--- config.mk ---
export PLATFORM = sky130hd
export DESIGN_NAME = adc_parallel_host_port
export DESIGN_NICKNAME = d
export VERILOG_FILES = /design/src/inc/adc_port_pkg.sv /design/src/core/adc_parallel_host_port.sv
export SDC_FILE = /design/constraint.sdc
export NUM_CORES = 1
export LEC_CHECK = 0
export ABC_AREA = 1
export BUFFER_PORTS_ARGS = -buffer_cell sky130_fd_sc_hd__clkbuf_2
export CAP_MARGIN = 20
export CELL_PAD_IN_SITES_DETAIL_PLACEMENT = 1
export CELL_PAD_IN_SITES_GLOBAL_PLACEMENT = 1
export CORE_UTILIZATION = 30
export CTS_CLUSTER_DIAMETER = 60
export DETAILED_ROUTE_END_ITERATION = 12
export PLACE_DENSITY_LB_ADDON = 0.2
export SYNTH_ARGS = -nofsm -noshare
export SYNTH_HDL_FRONTEND = slang
export SYNTH_SLANG_ARGS = --single-unit
--- constraint.sdc ---
create_clock -name i_clk -period 8.55 [get_ports i_clk]
set_input_delay 2.1375 -clock i_clk [delete_from_list [all_inputs] [get_ports i_clk]]
set_output_delay 2.1375 -clock i_clk [all_outputs]
set_load 0.005 [all_outputs]
--- src/inc/adc_port_pkg.sv ---
/*
  shared constants, pin carrier and state codes for the converter host port.
  assumes a single 20 MHz system clock; all host pins arrive asynchronously.
*/
package adc_port_pkg;

  // ------------------------------------------------------------------
  // result format
  // ------------------------------------------------------------------
  localparam int unsigned RESULT_W      = 10;
  localparam int unsigned RESULT_LSB    = 0;           // line carrying bit 1
  localparam int unsigned RESULT_MSB    = 9;           // line carrying bit 10
  localparam logic [9:0]  FULL_SCALE    = 10'h3FF;
  localparam logic [9:0]  ZERO_CODE     = 10'h000;
  localparam int unsigned SAMPLE_W      = 12;          // digitised input width

  // ------------------------------------------------------------------
  // timing
  // ------------------------------------------------------------------
  localparam int unsigned CLK_PERIOD_NS = 50;
  localparam int unsigned EXT_IDLE_NS   = 2000;        // ext clock high this long -> internal
  localparam int unsigned INT_CLK_NS    = 250;         // internal conversion clock period
  localparam int unsigned EXT_IDLE_CYC  = (EXT_IDLE_NS + CLK_PERIOD_NS - 1) / CLK_PERIOD_NS;
  localparam int unsigned INT_DIV_CYC   = (INT_CLK_NS / CLK_PERIOD_NS < 1) ? 1 : INT_CLK_NS / CLK_PERIOD_NS;
  localparam int unsigned CONV_TICKS    = 11;          // 10 trial bits + transfer

  // ------------------------------------------------------------------
  // reset values
  // ------------------------------------------------------------------
  localparam logic        DONE_N_RST    = 1'b1;
  localparam logic        OE_RST        = 1'b0;
  localparam logic        SAMPLING_RST  = 1'b1;
  localparam logic        EXT_MODE_RST  = 1'b0;

  // ------------------------------------------------------------------
  // carriers and states
  // ------------------------------------------------------------------
  typedef struct packed {
    logic cs_n;
    logic rd_n;
    logic wr_n;
    logic ext_clk;
  } host_pins_s;

  localparam host_pins_s PINS_IDLE = '{cs_n: 1'b1, rd_n: 1'b1, wr_n: 1'b1, ext_clk: 1'b1};

  typedef enum logic [1:0] {
    ST_TRACK   = 2'b01,
    ST_CONVERT = 2'b10
  } conv_state_e;

endpackage

--- src/core/adc_parallel_host_port.sv ---
/*
  control and parallel read-out logic of a 10-bit successive-approximation
  converter: start on write strobe, active-low done flag, tri-state result bus.
  assumes host strobes and the external clock pin are asynchronous to i_clk;
  the analog front end is presented as a digitised sample and two references.
*/
`timescale 1ns/1ps

// Function
// - result bus line 0 carries the least significant bit
// - result bus line 9 carries the most significant bit
// - done goes low once conversion ends and result sits in the latch
// - latch loads the result at the falling edge of done
// - chip select low and read low drive the latch onto the bus
// - read falling edge returns done high
// - write rising edge with chip select low starts a conversion
// - input is held from start until the conversion completes
// - input is tracked whenever no conversion runs
// - input at or above upper reference gives all ones
// - input at or below lower reference gives all zeros
// - strobes are ignored unless chip select is low
// - internal clock when ext clock held high, else the ext clock
module adc_parallel_host_port #(
  parameter int unsigned AW         = adc_port_pkg::SAMPLE_W,
  parameter int unsigned CONV_TICKS = adc_port_pkg::CONV_TICKS
) (
  input  wire logic                                 i_clk,
  input  wire logic                                 i_resetn,
  input  wire logic                                 i_cs_n,
  input  wire logic                                 i_rd_n,
  input  wire logic                                 i_wr_n,
  input  wire logic                                 i_external_clock_in,
  input  wire logic [AW-1:0]                        i_analog_input,
  input  wire logic [AW-1:0]                        i_ref_upper,
  input  wire logic [AW-1:0]                        i_ref_lower,
  output logic      [adc_port_pkg::RESULT_W-1:0]    o_data,
  output logic      [adc_port_pkg::RESULT_W-1:0]    o_data_oe,
  output logic                                      o_conv_done_n,
  output logic                                      o_sampling,
  output logic                                      o_ext_clock_mode
);

  // ------------------------------------------------------------------
  // local widths and state record
  // ------------------------------------------------------------------
  localparam int unsigned RW   = adc_port_pkg::RESULT_W;
  localparam int unsigned IW   = $clog2(adc_port_pkg::EXT_IDLE_CYC + 1);
  localparam int unsigned DW   = $clog2(adc_port_pkg::INT_DIV_CYC + 1);
  localparam int unsigned TW   = $clog2(CONV_TICKS + 1);
  localparam int unsigned PW   = AW + RW;
  localparam logic [IW-1:0] IDLE_LAST = IW'(adc_port_pkg::EXT_IDLE_CYC - 1);
  localparam logic [DW-1:0] DIV_LAST  = DW'(adc_port_pkg::INT_DIV_CYC - 1);
  localparam logic [TW-1:0] TICK_LAST = TW'(CONV_TICKS - 1);

  typedef struct packed {
    adc_port_pkg::host_pins_s  meta;
    adc_port_pkg::host_pins_s  sync;
    adc_port_pkg::host_pins_s  prev;
    adc_port_pkg::conv_state_e state;
    logic                      ext_mode;
    logic [IW-1:0]             idle_cnt;
    logic [DW-1:0]             div_cnt;
    logic [TW-1:0]             tick_cnt;
    logic [RW-1:0]             code;
    logic [AW-1:0]             held;
    logic [RW-1:0]             latch;
    logic                      oe;
    logic                      done_n;
    logic                      sampling;
  } port_state_s;

  port_state_s st_q;
  port_state_s st_d;

  // one successive-approximation trial: keep the bit if the trial level fits
  function automatic logic sar_keep(input logic [AW-1:0] held,
                                    input logic [AW-1:0] lo,
                                    input logic [AW-1:0] hi,
                                    input logic [RW-1:0] trial);
    logic [PW-1:0] lhs;
    logic [PW-1:0] rhs;
    lhs = PW'(held - lo) << RW;
    rhs = PW'(trial) * PW'(hi - lo);
    return (lhs >= rhs);
  endfunction

  // ------------------------------------------------------------------
  // decoded events
  // ------------------------------------------------------------------
  logic           rd_fall;
  logic           wr_rise;
  logic           conv_tick;
  logic [RW-1:0]  trial;
  logic [RW-1:0]  result;
  logic [RW-1:0]  code_next;
  logic           last_tick;

  // strobe edges only count with chip select low
  always_comb begin
    rd_fall   = st_q.prev.rd_n && !st_q.sync.rd_n && !st_q.sync.cs_n;
    wr_rise   = !st_q.prev.wr_n && st_q.sync.wr_n && !st_q.sync.cs_n;
    conv_tick = st_q.ext_mode ? (st_q.sync.ext_clk && !st_q.prev.ext_clk)
                              : (st_q.div_cnt == DIV_LAST);
    last_tick = conv_tick && (st_q.tick_cnt == TICK_LAST);
    trial     = '0;
    if (st_q.tick_cnt < TW'(RW)) begin
      trial = st_q.code | (RW'(1) << (RW - 1 - 32'(st_q.tick_cnt)));
    end
    // trial decided on this tick; the latch reads it so a ten-tick count keeps the lsb
    code_next = st_q.code;
    if (conv_tick && st_q.state == adc_port_pkg::ST_CONVERT && st_q.tick_cnt < TW'(RW) &&
        sar_keep(st_q.held, i_ref_lower, i_ref_upper, trial)) begin
      code_next = trial;
    end
  end

  // final code with explicit clamps at both references
  // the code includes the decision of the current tick, as that tick may also be the transfer
  always_comb begin
    if (st_q.held >= i_ref_upper) begin
      result = adc_port_pkg::FULL_SCALE;
    end else if (st_q.held <= i_ref_lower) begin
      result = adc_port_pkg::ZERO_CODE;
    end else begin
      result = code_next;
    end
  end

  // ------------------------------------------------------------------
  // next state
  // ------------------------------------------------------------------
  always_comb begin
    st_d      = st_q;
    st_d.meta = '{cs_n: i_cs_n, rd_n: i_rd_n, wr_n: i_wr_n, ext_clk: i_external_clock_in};
    st_d.sync = st_q.meta;
    st_d.prev = st_q.sync;

    // clock source pick: any low on the pin selects it, long high falls back
    if (!st_q.sync.ext_clk) begin
      st_d.idle_cnt = '0;
      st_d.ext_mode = 1'b1;
    end else if (st_q.idle_cnt == IDLE_LAST) begin
      st_d.ext_mode = 1'b0;
    end else begin
      st_d.idle_cnt = st_q.idle_cnt + IW'(1);
    end

    // free-running internal conversion clock
    st_d.div_cnt = (st_q.div_cnt == DIV_LAST) ? '0 : st_q.div_cnt + DW'(1);

    // bus enable follows chip select and read
    st_d.oe = !st_q.sync.cs_n && !st_q.sync.rd_n;

    // read clears done; completion below overrides it in the same cycle
    if (rd_fall) begin
      st_d.done_n = 1'b1;
    end

    case (st_q.state)
      adc_port_pkg::ST_TRACK: begin
        st_d.held     = i_analog_input;
        st_d.sampling = 1'b1;
        if (wr_rise) begin
          st_d.state    = adc_port_pkg::ST_CONVERT;
          st_d.held     = st_q.held;
          st_d.sampling = 1'b0;
          st_d.tick_cnt = '0;
          st_d.code     = '0;
        end
      end
      adc_port_pkg::ST_CONVERT: begin
        if (conv_tick) begin
          st_d.tick_cnt = st_q.tick_cnt + TW'(1);
          st_d.code     = code_next;
        end
        if (last_tick) begin
          st_d.latch    = result;
          st_d.done_n   = 1'b0;
          st_d.state    = adc_port_pkg::ST_TRACK;
          st_d.sampling = 1'b1;
        end
      end
      default: begin
        st_d.state = adc_port_pkg::ST_TRACK;
      end
    endcase
  end

  // ------------------------------------------------------------------
  // state register
  // ------------------------------------------------------------------
  always_ff @(posedge i_clk or negedge i_resetn) begin
    if (!i_resetn) begin
      st_q          <= '0;
      st_q.meta     <= adc_port_pkg::PINS_IDLE;
      st_q.sync     <= adc_port_pkg::PINS_IDLE;
      st_q.prev     <= adc_port_pkg::PINS_IDLE;
      st_q.state    <= adc_port_pkg::ST_TRACK;
      st_q.ext_mode <= adc_port_pkg::EXT_MODE_RST;
      st_q.oe       <= adc_port_pkg::OE_RST;
      st_q.done_n   <= adc_port_pkg::DONE_N_RST;
      st_q.sampling <= adc_port_pkg::SAMPLING_RST;
    end else begin
      st_q <= st_d;
    end
  end

  // outputs straight from the state flops; bit 0 is the lsb, bit 9 the msb
  assign o_data           = st_q.latch;
  assign o_data_oe        = {RW{st_q.oe}};
  assign o_conv_done_n    = st_q.done_n;
  assign o_sampling       = st_q.sampling;
  assign o_ext_clock_mode = st_q.ext_mode;
endmodule // adc_parallel_host_port

* Word level (Yosys, flattened, before mapping) *
Index checks and enable logic that the tools add are counted.

word-level totals
  output and inout port bits = 23
  input port bits = 42
  word-level logic and storage cells = 86
  register bits = 62

operators by class
  $lt $le $gt $ge = 4
  add/subtract/negate cells = 6
  shift-type cells = 1
  multiplexer cells = 20
  bitwise operators = 2
  eq/ne operators = 10
  reduce and logical (&&, ||, !) cells = 20
  multiply operators = 1

operator list
  kind                                                count
  2-to-1 mux 10 bit                                   4
  left shift 1 x 32 -> 10 bit (first input constant)  1
  case mux 14 bit (2 select lines)                    1
  2-to-1 mux 26 bit                                   1
  greater-or-equal comparator 22 bit                  1
  multiplier 11 x 13 -> 22 bit                        1
  2-to-1 mux 14 bit                                   1
  subtractor 12 x 12 -> 13 bit                        1
  greater-or-equal comparator 12 bit                  1
  <= comparator 12 bit                                1
  subtractor 12 bit                                   1
  logical AND 1 bit                                   10
  bitwise OR 10 bit                                   1
  inequality test 2 bit (second input constant)       4
  AND reduction 2 bit                                 4
  2-to-1 mux 7 bit                                    1
  adder 6 x 1 -> 6 bit (second input constant)        1
  equality test 6 bit (second input constant)         1
  2-to-1 mux 2 bit                                    3
  2-to-1 mux 6 bit                                    1
  2-to-1 mux 1 bit                                    5
  subtractor 4 x 4 -> 5 bit (first input constant)    1
  adder 4 x 1 -> 4 bit (second input constant)        1
  equality test 4 bit (second input constant)         1
  13 further kinds                                    16

* Longest topological paths before layout *
Gate-level depths: netlist (run 1).

  depth in word-level cells = 10
  gate-level depth with buffers = 44
  mapped depth without buffers = 43

* Worst setup path before layout (run 1) *
Ideal clock, no wire load.

  path type = input to register
  start point = input i_ref_upper[0]
  end point = register st_q[27] (netlist bit)
  arrival = 8842 ps
  path buffers = 0
  stages on the path = 39
  setup slack = -421 ps
  setup time = 129 ps
  required time = 8421 ps
  cell sequence = inv_1 ha_1 inv_1 fa_1 nand2_1 nand2_1 o21ai_2 inv_2 a21oi_1 nor3_1 nor2_1 xor2_1 inv_2 nor2_1 fa_1 fa_1 fa_1 fa_1 (+3 left out) ha_1 a21oi_1 o21a_1 nand3_1 nand3_1 nand3_1 a21o_1 a21oi_1 xor2_1 ha_1 nand4_1 inv_1 a221oi_1 nand2_2 nand3_1 nand2_1 nand2_1 o21ai_0

between the ends
  longest elaborated chain between the ends = 7

RTL lines
  what                                RTL line                       RTL
  start: declaration                  adc_parallel_host_port.sv:34   input wire logic [AW-1:0] i_ref_upper,
  subtractor 12 x 12 -> 13 bit        adc_parallel_host_port.sv:83   rhs = PW'(trial) * PW'(hi - lo);
  multiplier 11 x 13 -> 22 bit        adc_parallel_host_port.sv:83
  greater-or-equal comparator 22 bit  adc_parallel_host_port.sv:84   return (lhs >= rhs);
  logical AND 1 bit                   adc_parallel_host_port.sv:111  if (conv_tick && st_q.state == adc_port_pkg::ST_CONVERT && st_q.tick_cnt < TW'(RW) &&
  2-to-1 mux 10 bit                   adc_parallel_host_port.sv:111
  2-to-1 mux 14 bit                   adc_parallel_host_port.sv:172  if (conv_tick) begin
  case mux 14 bit (2 select lines)    adc_parallel_host_port.sv:159  case (st_q.state)
  end signal: assignment              adc_parallel_host_port.sv:204  st_q <= st_d;
  end: declaration                    adc_parallel_host_port.sv:72   port_state_s st_q;

No other way between the ends. The select of a mux whose other input is x is not followed.
A chain may end at the register's enable or synchronous reset.

* Worst setup path in the final report (run 1) *
  start point = input i_ref_upper[0]
  end point = register st_q, in the netlist o_data[4]

between the ends
  longest elaborated chain between the ends = 7
  elaborated cells between the ends (all ways) = 8
  those cells by class = 1 x add/sub; 1 x mul; 2 x order compare; 3 x mux; 1 x reduce/logical

RTL lines
  what                                RTL line                       RTL
  subtractor 12 x 12 -> 13 bit        adc_parallel_host_port.sv:83
  multiplier 11 x 13 -> 22 bit        adc_parallel_host_port.sv:83
  greater-or-equal comparator 22 bit  adc_parallel_host_port.sv:84
  logical AND 1 bit                   adc_parallel_host_port.sv:111
  2-to-1 mux 10 bit                   adc_parallel_host_port.sv:111
  2-to-1 mux 10 bit                   adc_parallel_host_port.sv:122  end else if (st_q.held <= i_ref_lower) begin
  2-to-1 mux 10 bit *                 adc_parallel_host_port.sv:120  if (st_q.held >= i_ref_upper) begin

Every way passes the cells marked *; elsewhere a longest branch is shown, timed or not.

==> implementation parameters, run 1 <==
Parameter                              Value

Outcome
  Result of the run    finished, violations left
  Failing checks    setup timing

Logic synthesis
  Most used flip-flop cell after synthesis    sky130_fd_sc_hd__dfrtp_1
  Sequential share of the synthesized area    16.7%
  Post-Synthesis Net Count    1452
  Post-synth top area cell    sky130_fd_sc_hd__fa_1
  Post-synth EDFFs    0
  Largest cells by area after synthesis    sky130_fd_sc_hd__fa_1 24%, sky130_fd_sc_hd__ha_1 14%, sky130_fd_sc_hd__dfrtp_1 13%
  Most used standard cell by instance count after synthesis    sky130_fd_sc_hd__inv_1
  Cells after synthesis    about 1200
  Synthesized area per cell    7.91 um2
  Share of Yosys cell area claimed by the top area cell type    roughly a quarter
  Most used standard cells in the synthesized netlist    276 x sky130_fd_sc_hd__inv_1, 201 x sky130_fd_sc_hd__nand2_1, 120 x sky130_fd_sc_hd__nor2_1
  Unique masters post-synth    between 40 and 50
  Async S/R FF share, synth    100%
  Warning count from the yosys run    0
  Combined area of all synthesized cells    9420 um2
  Synthesis-stage register bit count    62

STA
  Minimum setup slack in the final design    -0.543 ns
  Worst-case clock skew    0.0116 ns
  Number of max-slew violations in the final report    0
  Setup repair after global routing missed its margin    true
  Maximum clock frequency    roughly 0.11 GHz
  Count of endpoints failing setup in the final report    20
  Min Hold Slack    0.354 ns
  Worst Tran Pin Value    about 0.89 ns
  Period utilisation layout    106%
  Slew Limit Headroom    40.6%
  Final Hold Vio Count    0
  Final min period    ~9.1 ns

Routing
  Antenna-violating nets left    0
  Number of DRC violations after detailed routing    0
  Routed wire per std cell    approximately 16 um
  Detailed Route WL    28800 um
  Violation count after the first detailed-routing iteration    ~200
  Total iterations of the first detailed-routing run    4
  Vias per Instance    about 4.5
  Via count    about 8200

CTS
  Total CTS buffers    9
  Clock tree from TritonCTS    yes
  H-tree depth    3
  Clock-pin slew on the worst setup and hold paths    roughly 0.06 ns
  Clock insertion delay at the later pin of the skew report    0.34 ns
  Buffers from clock root to sink, at most    2
  Clock Root Buffer    sky130_fd_sc_hd__clkbuf_16
  Sinks on the clock net    62

Run
  MaxCap Viol Count    0

Floorplan
  Area of the core    30700 um2
  Die footprint    32100 um2
  Std-Cell Rows    64
  Count of pins on the block boundary    65
  Die X-Extent    179 um
  Starting density of the core    30.6%
  Y dimension of the die    about 180 um

Worst hold path
  Hold path startpoint    st_d[55]$_DFF_PN1_
  Worst min-delay path class    flip-flop to flip-flop
  Hold path depth    0

Cells and area
  Final antenna diode count    0
  Synthesis-to-layout area growth    31.6%
  Non-filler cells, final    ~1800
  Final-stage net count    between 1500 and 2000
  Fill cell instance count of the final layout    3723
  Layout cell share with drive strength beyond 1    30.3%

Global route
  Total overflow reported by the global router    0
  Number of global-route vias before repair    9170
  Overall Global Routing Usage    19.3%
  Antenna violations before repair    0
  Wire length of the first global-routing pass    between 40000 and 50000 um
  Maximum number of pins on one net before global-route repair    63

Power and ir drop
  Power per unit of standard cell area    roughly 170 nW/um2
  Peak supply drop    0.000178 V
  Static leakage    6.54 nW

Placed design
  Routability congestion estimate    ~0.84
  Number of cells after detailed placement    1774
  Sum of net half-perimeters after detailed placement    24500 um
  # port buffers    64

Worst setup path
  Arrival time of the worst setup path    9.36 ns
  Critical path required time    8.82 ns
  Timing startpoint of the critical path    i_ref_upper[0]
  Reg2Reg Launch Point    st_q[36]$_DFFE_PN0P_
  Category of the worst setup path capture point    flip-flop
  Type of element launching the critical path    input pin
  Worst r2r path cells    41
  Worst path max stage delay    between 0.5 and 0.6 ns
  Crit Path Class    input pin to flip-flop
  Critical-path cell with the highest stage delay    sky130_fd_sc_hd__fa_1
  Largest fanout on the critical path    5
## metal layers
metal  up-vias  GRT usage (%)  part of all wire [%]
met2        88           33.3                    49
li1       4063              -                     -
met5         -              0                     0
met1      4055           26.1                    48
met4         0           4.27                   1.4
met3        21           1.70                   1.8
## worst paths after layout
check	to	slack, ns
setup / recovery	o_data[4]$_DFFE_PN0P_	-0.54
hold / removal	st_d[51]$_DFF_PN1_	0.35
setup reg to reg	o_data[4]$_DFFE_PN0P_	0.62
hold reg to reg	st_d[51]$_DFF_PN1_	0.35
max in group asynchronous	st_q[20]$_DFFE_PN0P_	6.01
min in group asynchronous	st_q[47]$_DFFE_PN0P_	1.99
## state kept, by name, summed over array words and instances, names as in the netlist
signal / flops
o_conv_done_n: 1
o_sampling: 1
st_q: 40
o_data_oe: 1
st_d: 8
o_data: 10
o_ext_clock_mode: 1
## placed cells by master (no fill, tap or decap), types with 7 or more instances in the layout
cell type,count
sky130_fd_sc_hd__a21oi_1,47
sky130_fd_sc_hd__a21oi_2,17
sky130_fd_sc_hd__buf_4,168
sky130_fd_sc_hd__clkbuf_16,10
sky130_fd_sc_hd__clkbuf_2,63
sky130_fd_sc_hd__dfrtp_1,48
sky130_fd_sc_hd__dfstp_2,14
sky130_fd_sc_hd__fa_1,108
sky130_fd_sc_hd__fa_2,7
sky130_fd_sc_hd__ha_1,88
sky130_fd_sc_hd__ha_4,17
sky130_fd_sc_hd__inv_1,265
sky130_fd_sc_hd__inv_2,18
sky130_fd_sc_hd__mux2_2,11
sky130_fd_sc_hd__nand2_1,177
sky130_fd_sc_hd__nand2_2,29
sky130_fd_sc_hd__nand3_1,33
sky130_fd_sc_hd__nand3_2,14
sky130_fd_sc_hd__nand4_1,7
sky130_fd_sc_hd__nor2_1,114
sky130_fd_sc_hd__o21ai_0,21
sky130_fd_sc_hd__o21ai_1,14
sky130_fd_sc_hd__xnor2_1,10
sky130_fd_sc_hd__xor2_1,22
## what timing repair did
| action | CTS | global route |
|---|---|---|
| buffers inserted | 8 | 11 |
| gates resized for setup | 66 | 59 |
| hold endpoints to repair | 0 | 0 |
| endpoints found under the setup margin | 20 | 20 |
| pin swaps | 34 | 55 |
| cloned | 1 | 0 |
| hold buffers | 0 | 0 |
## metrics by stage
stage	setup slack, ns	area [um2]	utilization [%]	TNS, ns	power, mW
5_1_grt	-0.846	12400	40.3	-15.91	2.26
3_5_place_dp	-1.01	11400	36.9	-19.39	1.43
2_1_floorplan	-0.118	9570	-	-2.25	0.984
4_1_cts	-0.452	12100	39.3	-8.22	1.98
3_3_place_gp	-0.863	11400	36.9	-16.97	1.41
6_report	-0.543	12400	40.3	-9.92	2.09
## cell type report
class	instances	area, um2	area share [%]
timing repair buffer	238	1670	13.5
clock buffer	10	239	1.93
sequential	62	1570	12.7
tap	396	495	4.00
multi-input combinational	811	7230	58.4
inverter	287	1090	8.83
clock inverter	6	92.6	0.747
## report_power, final
group          total, mW  switching [mW]  internal [mW]
Combinational       1.36           0.746          0.618
Sequential         0.323          0.0122          0.311
Clock              0.408           0.144          0.264
Total               2.09           0.902           1.19
## cell families after synthesis
group                    count (synthesis)  share of synthesized area, %
AND/OR/NAND/NOR                        412                          18.4
buffers and inverters                  318                          13.6
adder cells (fa/ha/maj)                220                          38.4
AO/OA/AOI/OAI                          131                          8.12
flip-flops                              62                          16.7
XOR/XNOR                                36                          3.57
multiplexers                            11                          1.32
## critical path, delay by kind of cell
family / cells / cell delay, ns
fa+ha+maj: 9 / 3.56
simple gates: 16 / 1.82
xor+xnor: 1 / 0.18
compound gates: 6 / 0.64
buf+inv: 11 / 1.02
(Power assumes the default switching activity.)
==> inputs of run 2 (changes only) <==
- CELL_PAD_IN_SITES_GLOBAL_PLACEMENT: 1 -> 2
- GPL_TIMING_DRIVEN: default -> 0
==> run 2 against run 1 <==
  * The run still ends with setup timing left
  * Register-to-register slack worse by 0.55 ns
  * Sequential cell count unchanged
  * Wire length down 6.4%
  * Clock skew hardly changed
  * Cell area fell by 7.0%
  * Critical path type unchanged
  * Largest power group unchanged
==> implementation parameters, run 2 (synthesis results as in run 1) <==
Parameter                              Value

STA
  Number of max-slew violations in the final report    0 (unchanged)
  Worst Tran Pin Value    1.17 ns (was 0.890 ns)
  Count of endpoints failing setup in the final report    20 (unchanged)
  Final Hold Vio Count    0 (unchanged)
  Setup repair after global routing missed its margin    true (unchanged)
  Min Hold Slack    0.351 ns (was 0.354 ns)
  Maximum clock frequency    0.108 GHz (was 0.110 GHz)
  Slew Limit Headroom    21.0% (was 40.6%)
  Period utilisation layout    109% (was 106%)
  Final min period    9.29 ns (was 9.09 ns)
  Minimum setup slack in the final design    -0.740 ns (was -0.543 ns)
  Sum of negative setup slack    -13.65 ns (was -9.92 ns)
  Worst-case clock skew    0.0119 ns (was 0.0116 ns)

Worst setup path
  Arrival time of the worst setup path    9.55 ns (was 9.36 ns)
  Critical path required time    8.81 ns (was 8.82 ns)
  Category of the worst setup path capture point    flip-flop (unchanged)
  Largest fanout on the critical path    5 (unchanged)
  Crit Path Class    input pin to flip-flop (unchanged)
  CP delay by family, top    adder cells (unchanged)
  Type of element launching the critical path    input pin (unchanged)
  Crit path depth    44 (was 43)
  Worst path max stage delay    0.55 ns (was 0.54 ns)
  Worst Path Buf+Inv    10 (was 11)
  Critical-path cell with the highest stage delay    sky130_fd_sc_hd__fa_1 (unchanged)
  Worst r2r path cells    39 (was 41)

Outcome
  Result of the run    finished, violations left (unchanged)
  Failing checks    setup timing (unchanged)

Global route
  Total overflow reported by the global router    0 (unchanged)
  Antenna violations before repair    0 (unchanged)
  Maximum number of pins on one net before global-route repair    63 (unchanged)
  Overall Global Routing Usage    18.1% (was 19.3%)
  Wire length of the first global-routing pass    44400 um (was 47500 um)
  Number of global-route vias before repair    8425 (was 9170)

Cells and area
  Max reg flops    40 (unchanged)
  Storage cell area    1570 um2 (unchanged)
  Synthesis-to-layout area growth    22.4% (was 31.6%)
  Non-filler cells, final    1690 (was 1810)
  Most frequent standard cell in the layout excluding fill and tap cells    sky130_fd_sc_hd__inv_1 (unchanged)
  Final-stage net count    1551 (was 1671)
  Layout cell share with drive strength beyond 1    24.0% (was 30.3%)
  Area taken by multi-input logic gates    7250 um2 (was 7230 um2)
  Commonest cells after routing, fill and taps aside    265 x sky130_fd_sc_hd__inv_1, 174 x sky130_fd_sc_hd__nand2_1, 113 x sky130_fd_sc_hd__nor2_1, 109 x sky130_fd_sc_hd__fa_1, 90 x sky130_fd_sc_hd__ha_1 (was 265 x sky130_fd_sc_hd__inv_1, 177 x sky130_fd_sc_hd__nand2_1, 168 x sky130_fd_sc_hd__buf_4, 114 x sky130_fd_sc_hd__nor2_1, 108 x sky130_fd_sc_hd__fa_1)
  Register bank with the most flops    st_q (unchanged)
  Final antenna diode count    0 (unchanged)
  Fill cell instance count of the final layout    3754 (was 3723)

Placed design
  Number of cells after detailed placement    1651 (was 1774)
  # port buffers    64 (unchanged)
  Sum of net half-perimeters after detailed placement    22900 um (was 24500 um)
  Routability congestion estimate    0.797 (was 0.838)

Routing
  Violation count after the first detailed-routing iteration    179 (was 204)
  Routed wire per std cell    16.0 um (was 15.9 um)
  Total iterations of the first detailed-routing run    4 (unchanged)
  Antenna-violating nets left    0 (unchanged)
  Vias per Instance    4.60 (was 4.55)
  Via count    7772 (was 8227)
  Number of DRC violations after detailed routing    0 (unchanged)
  Detailed Route WL    27000 um (was 28800 um)

Power and ir drop
  Power per unit of standard cell area    168 nW/um2 (was 169 nW/um2)
  Share of total power consumed by net switching    44.6% (was 43.1%)
  Sequential cell fraction of total power    16.6% (was 15.4%)
  Clock share of power    22.6% (was 19.5%)
  Peak supply drop    0.000121 V (was 0.000178 V)
  Internal power    1.07 mW (was 1.19 mW)
  Proportion of power drawn by combinational gates    60.8% (was 65.1%)
  Static leakage    5.94 nW (was 6.54 nW)
  Switching power total    0.865 mW (was 0.902 mW)

CTS
  Clock tree from TritonCTS    yes (unchanged)
  Sinks on the clock net    62 (unchanged)
  Clock-pin slew on the worst setup and hold paths    0.06 ns (about the same)
  Buffers from clock root to sink, at most    2 (unchanged)
  Number of hold buffers added after cts    0 (unchanged)
  Clock insertion delay at the later pin of the skew report    0.34 ns (about the same)
  Clock Root Buffer    sky130_fd_sc_hd__clkbuf_16 (unchanged)
  Total CTS buffers    9 (unchanged)
  H-tree depth    3 (unchanged)

Floorplan
  Die footprint    32100 um2 (unchanged)
  Y dimension of the die    179 um (unchanged)
  Count of pins on the block boundary    65 (unchanged)
  Die X-Extent    179 um (unchanged)
  Starting density of the core    30.6% (unchanged)
  Area of the core    30700 um2 (unchanged)
  Std-Cell Rows    64 (unchanged)

Run
  MaxCap Viol Count    0 (unchanged)

Worst hold path
  Hold path depth    0 (unchanged)
  Worst min-delay path class    flip-flop to flip-flop (unchanged)
run 2: cell types whose count changed in the layout (fill, tap and decap cells not counted), sizes merged:
cell and delta:
buf -125, bufinv +1, clkbuf +4, clkinv -1, clkinvlp -2, inv +3
run 2: what timing repair did:
item	CTS	global route
pin swaps	15	59
buffers inserted	6	16
hold endpoints to repair	0	0
cloned	1	0
endpoints found under the setup margin	20	20
resized for setup	35	92
run 2: area by class of cell:
type / instances / share of cell area [%]
multi-input combinational: 811 / 62.9
timing repair buffer: 87 / 4.89
inverter: 287 / 9.52
tap: 396 / 4.30
sequential: 62 / 13.6
clock inverter: 7 / 1.09
buffer: 31 / 1.74
clock buffer: 9 / 1.95
run 2: per-layer routing:
metal | GRT usage, % | routed length, um
met5 | 0 | 0
met2 | 30.2 | 13000
met4 | 4.06 | 291
met3 | 2.01 | 594
met1 | 25.0 | 13100
run 2: worst reg2reg max path, delay by kind of cell, from the launching register on:
kind	cells	cell delay [ns]
AO/OA/AOI/OAI	5	1.35
XOR/XNOR	1	0.14
adder cells (fa/ha/maj)	8	3.34
buffers and inverters	9	1.20
flip-flops	1	0.45
AND/OR/NAND/NOR	16	1.93
run 2: power groups by stage:
stage | Sequential, mW | Combinational [mW] | Clock, mW
after CTS | 0.323 | 1.07 | 0.451
final | 0.323 | 1.18 | 0.438
after floorplan | 0.324 | 0.660 | 0
after global placement | 0.328 | 0.926 | 0
after global routing | 0.325 | 1.33 | 0.464
after detailed placement | 0.328 | 0.937 | 0
run 2: worst paths after layout:
| path | start | end | slack [ns] |
|---|---|---|---|
| min in group asynchronous | i_resetn | st_q[40]$_DFF_PN0_ | 1.82 |
| worst min register to register | st_d[56]$_DFF_PN1_ | st_d[52]$_DFF_PN1_ | 0.35 |
| max in group asynchronous | i_resetn | o_sampling$_DFFE_PN1P_ | 6.41 |
| worst min-delay path | st_d[56]$_DFF_PN1_ | st_d[52]$_DFF_PN1_ | 0.35 |
| worst max-delay path | i_ref_upper[0] | o_data[0]$_DFFE_PN0P_ | -0.74 |
| worst max register to register | st_q[36]$_DFFE_PN0P_ | o_data[0]$_DFFE_PN0P_ | 0.07 |
run 2: per-stage QoR:
stage	area (um2)	power, mW	utilization, %	setup slack, ns
6_report	11500	1.94	37.5	-0.740
4_1_cts	11000	1.84	35.9	-1.07
2_1_floorplan	9570	0.984	-	-0.118
3_5_place_dp	10400	1.26	33.9	-1.79
5_1_grt	11500	2.12	37.5	-1.17
3_3_place_gp	10400	1.25	33.8	-1.71
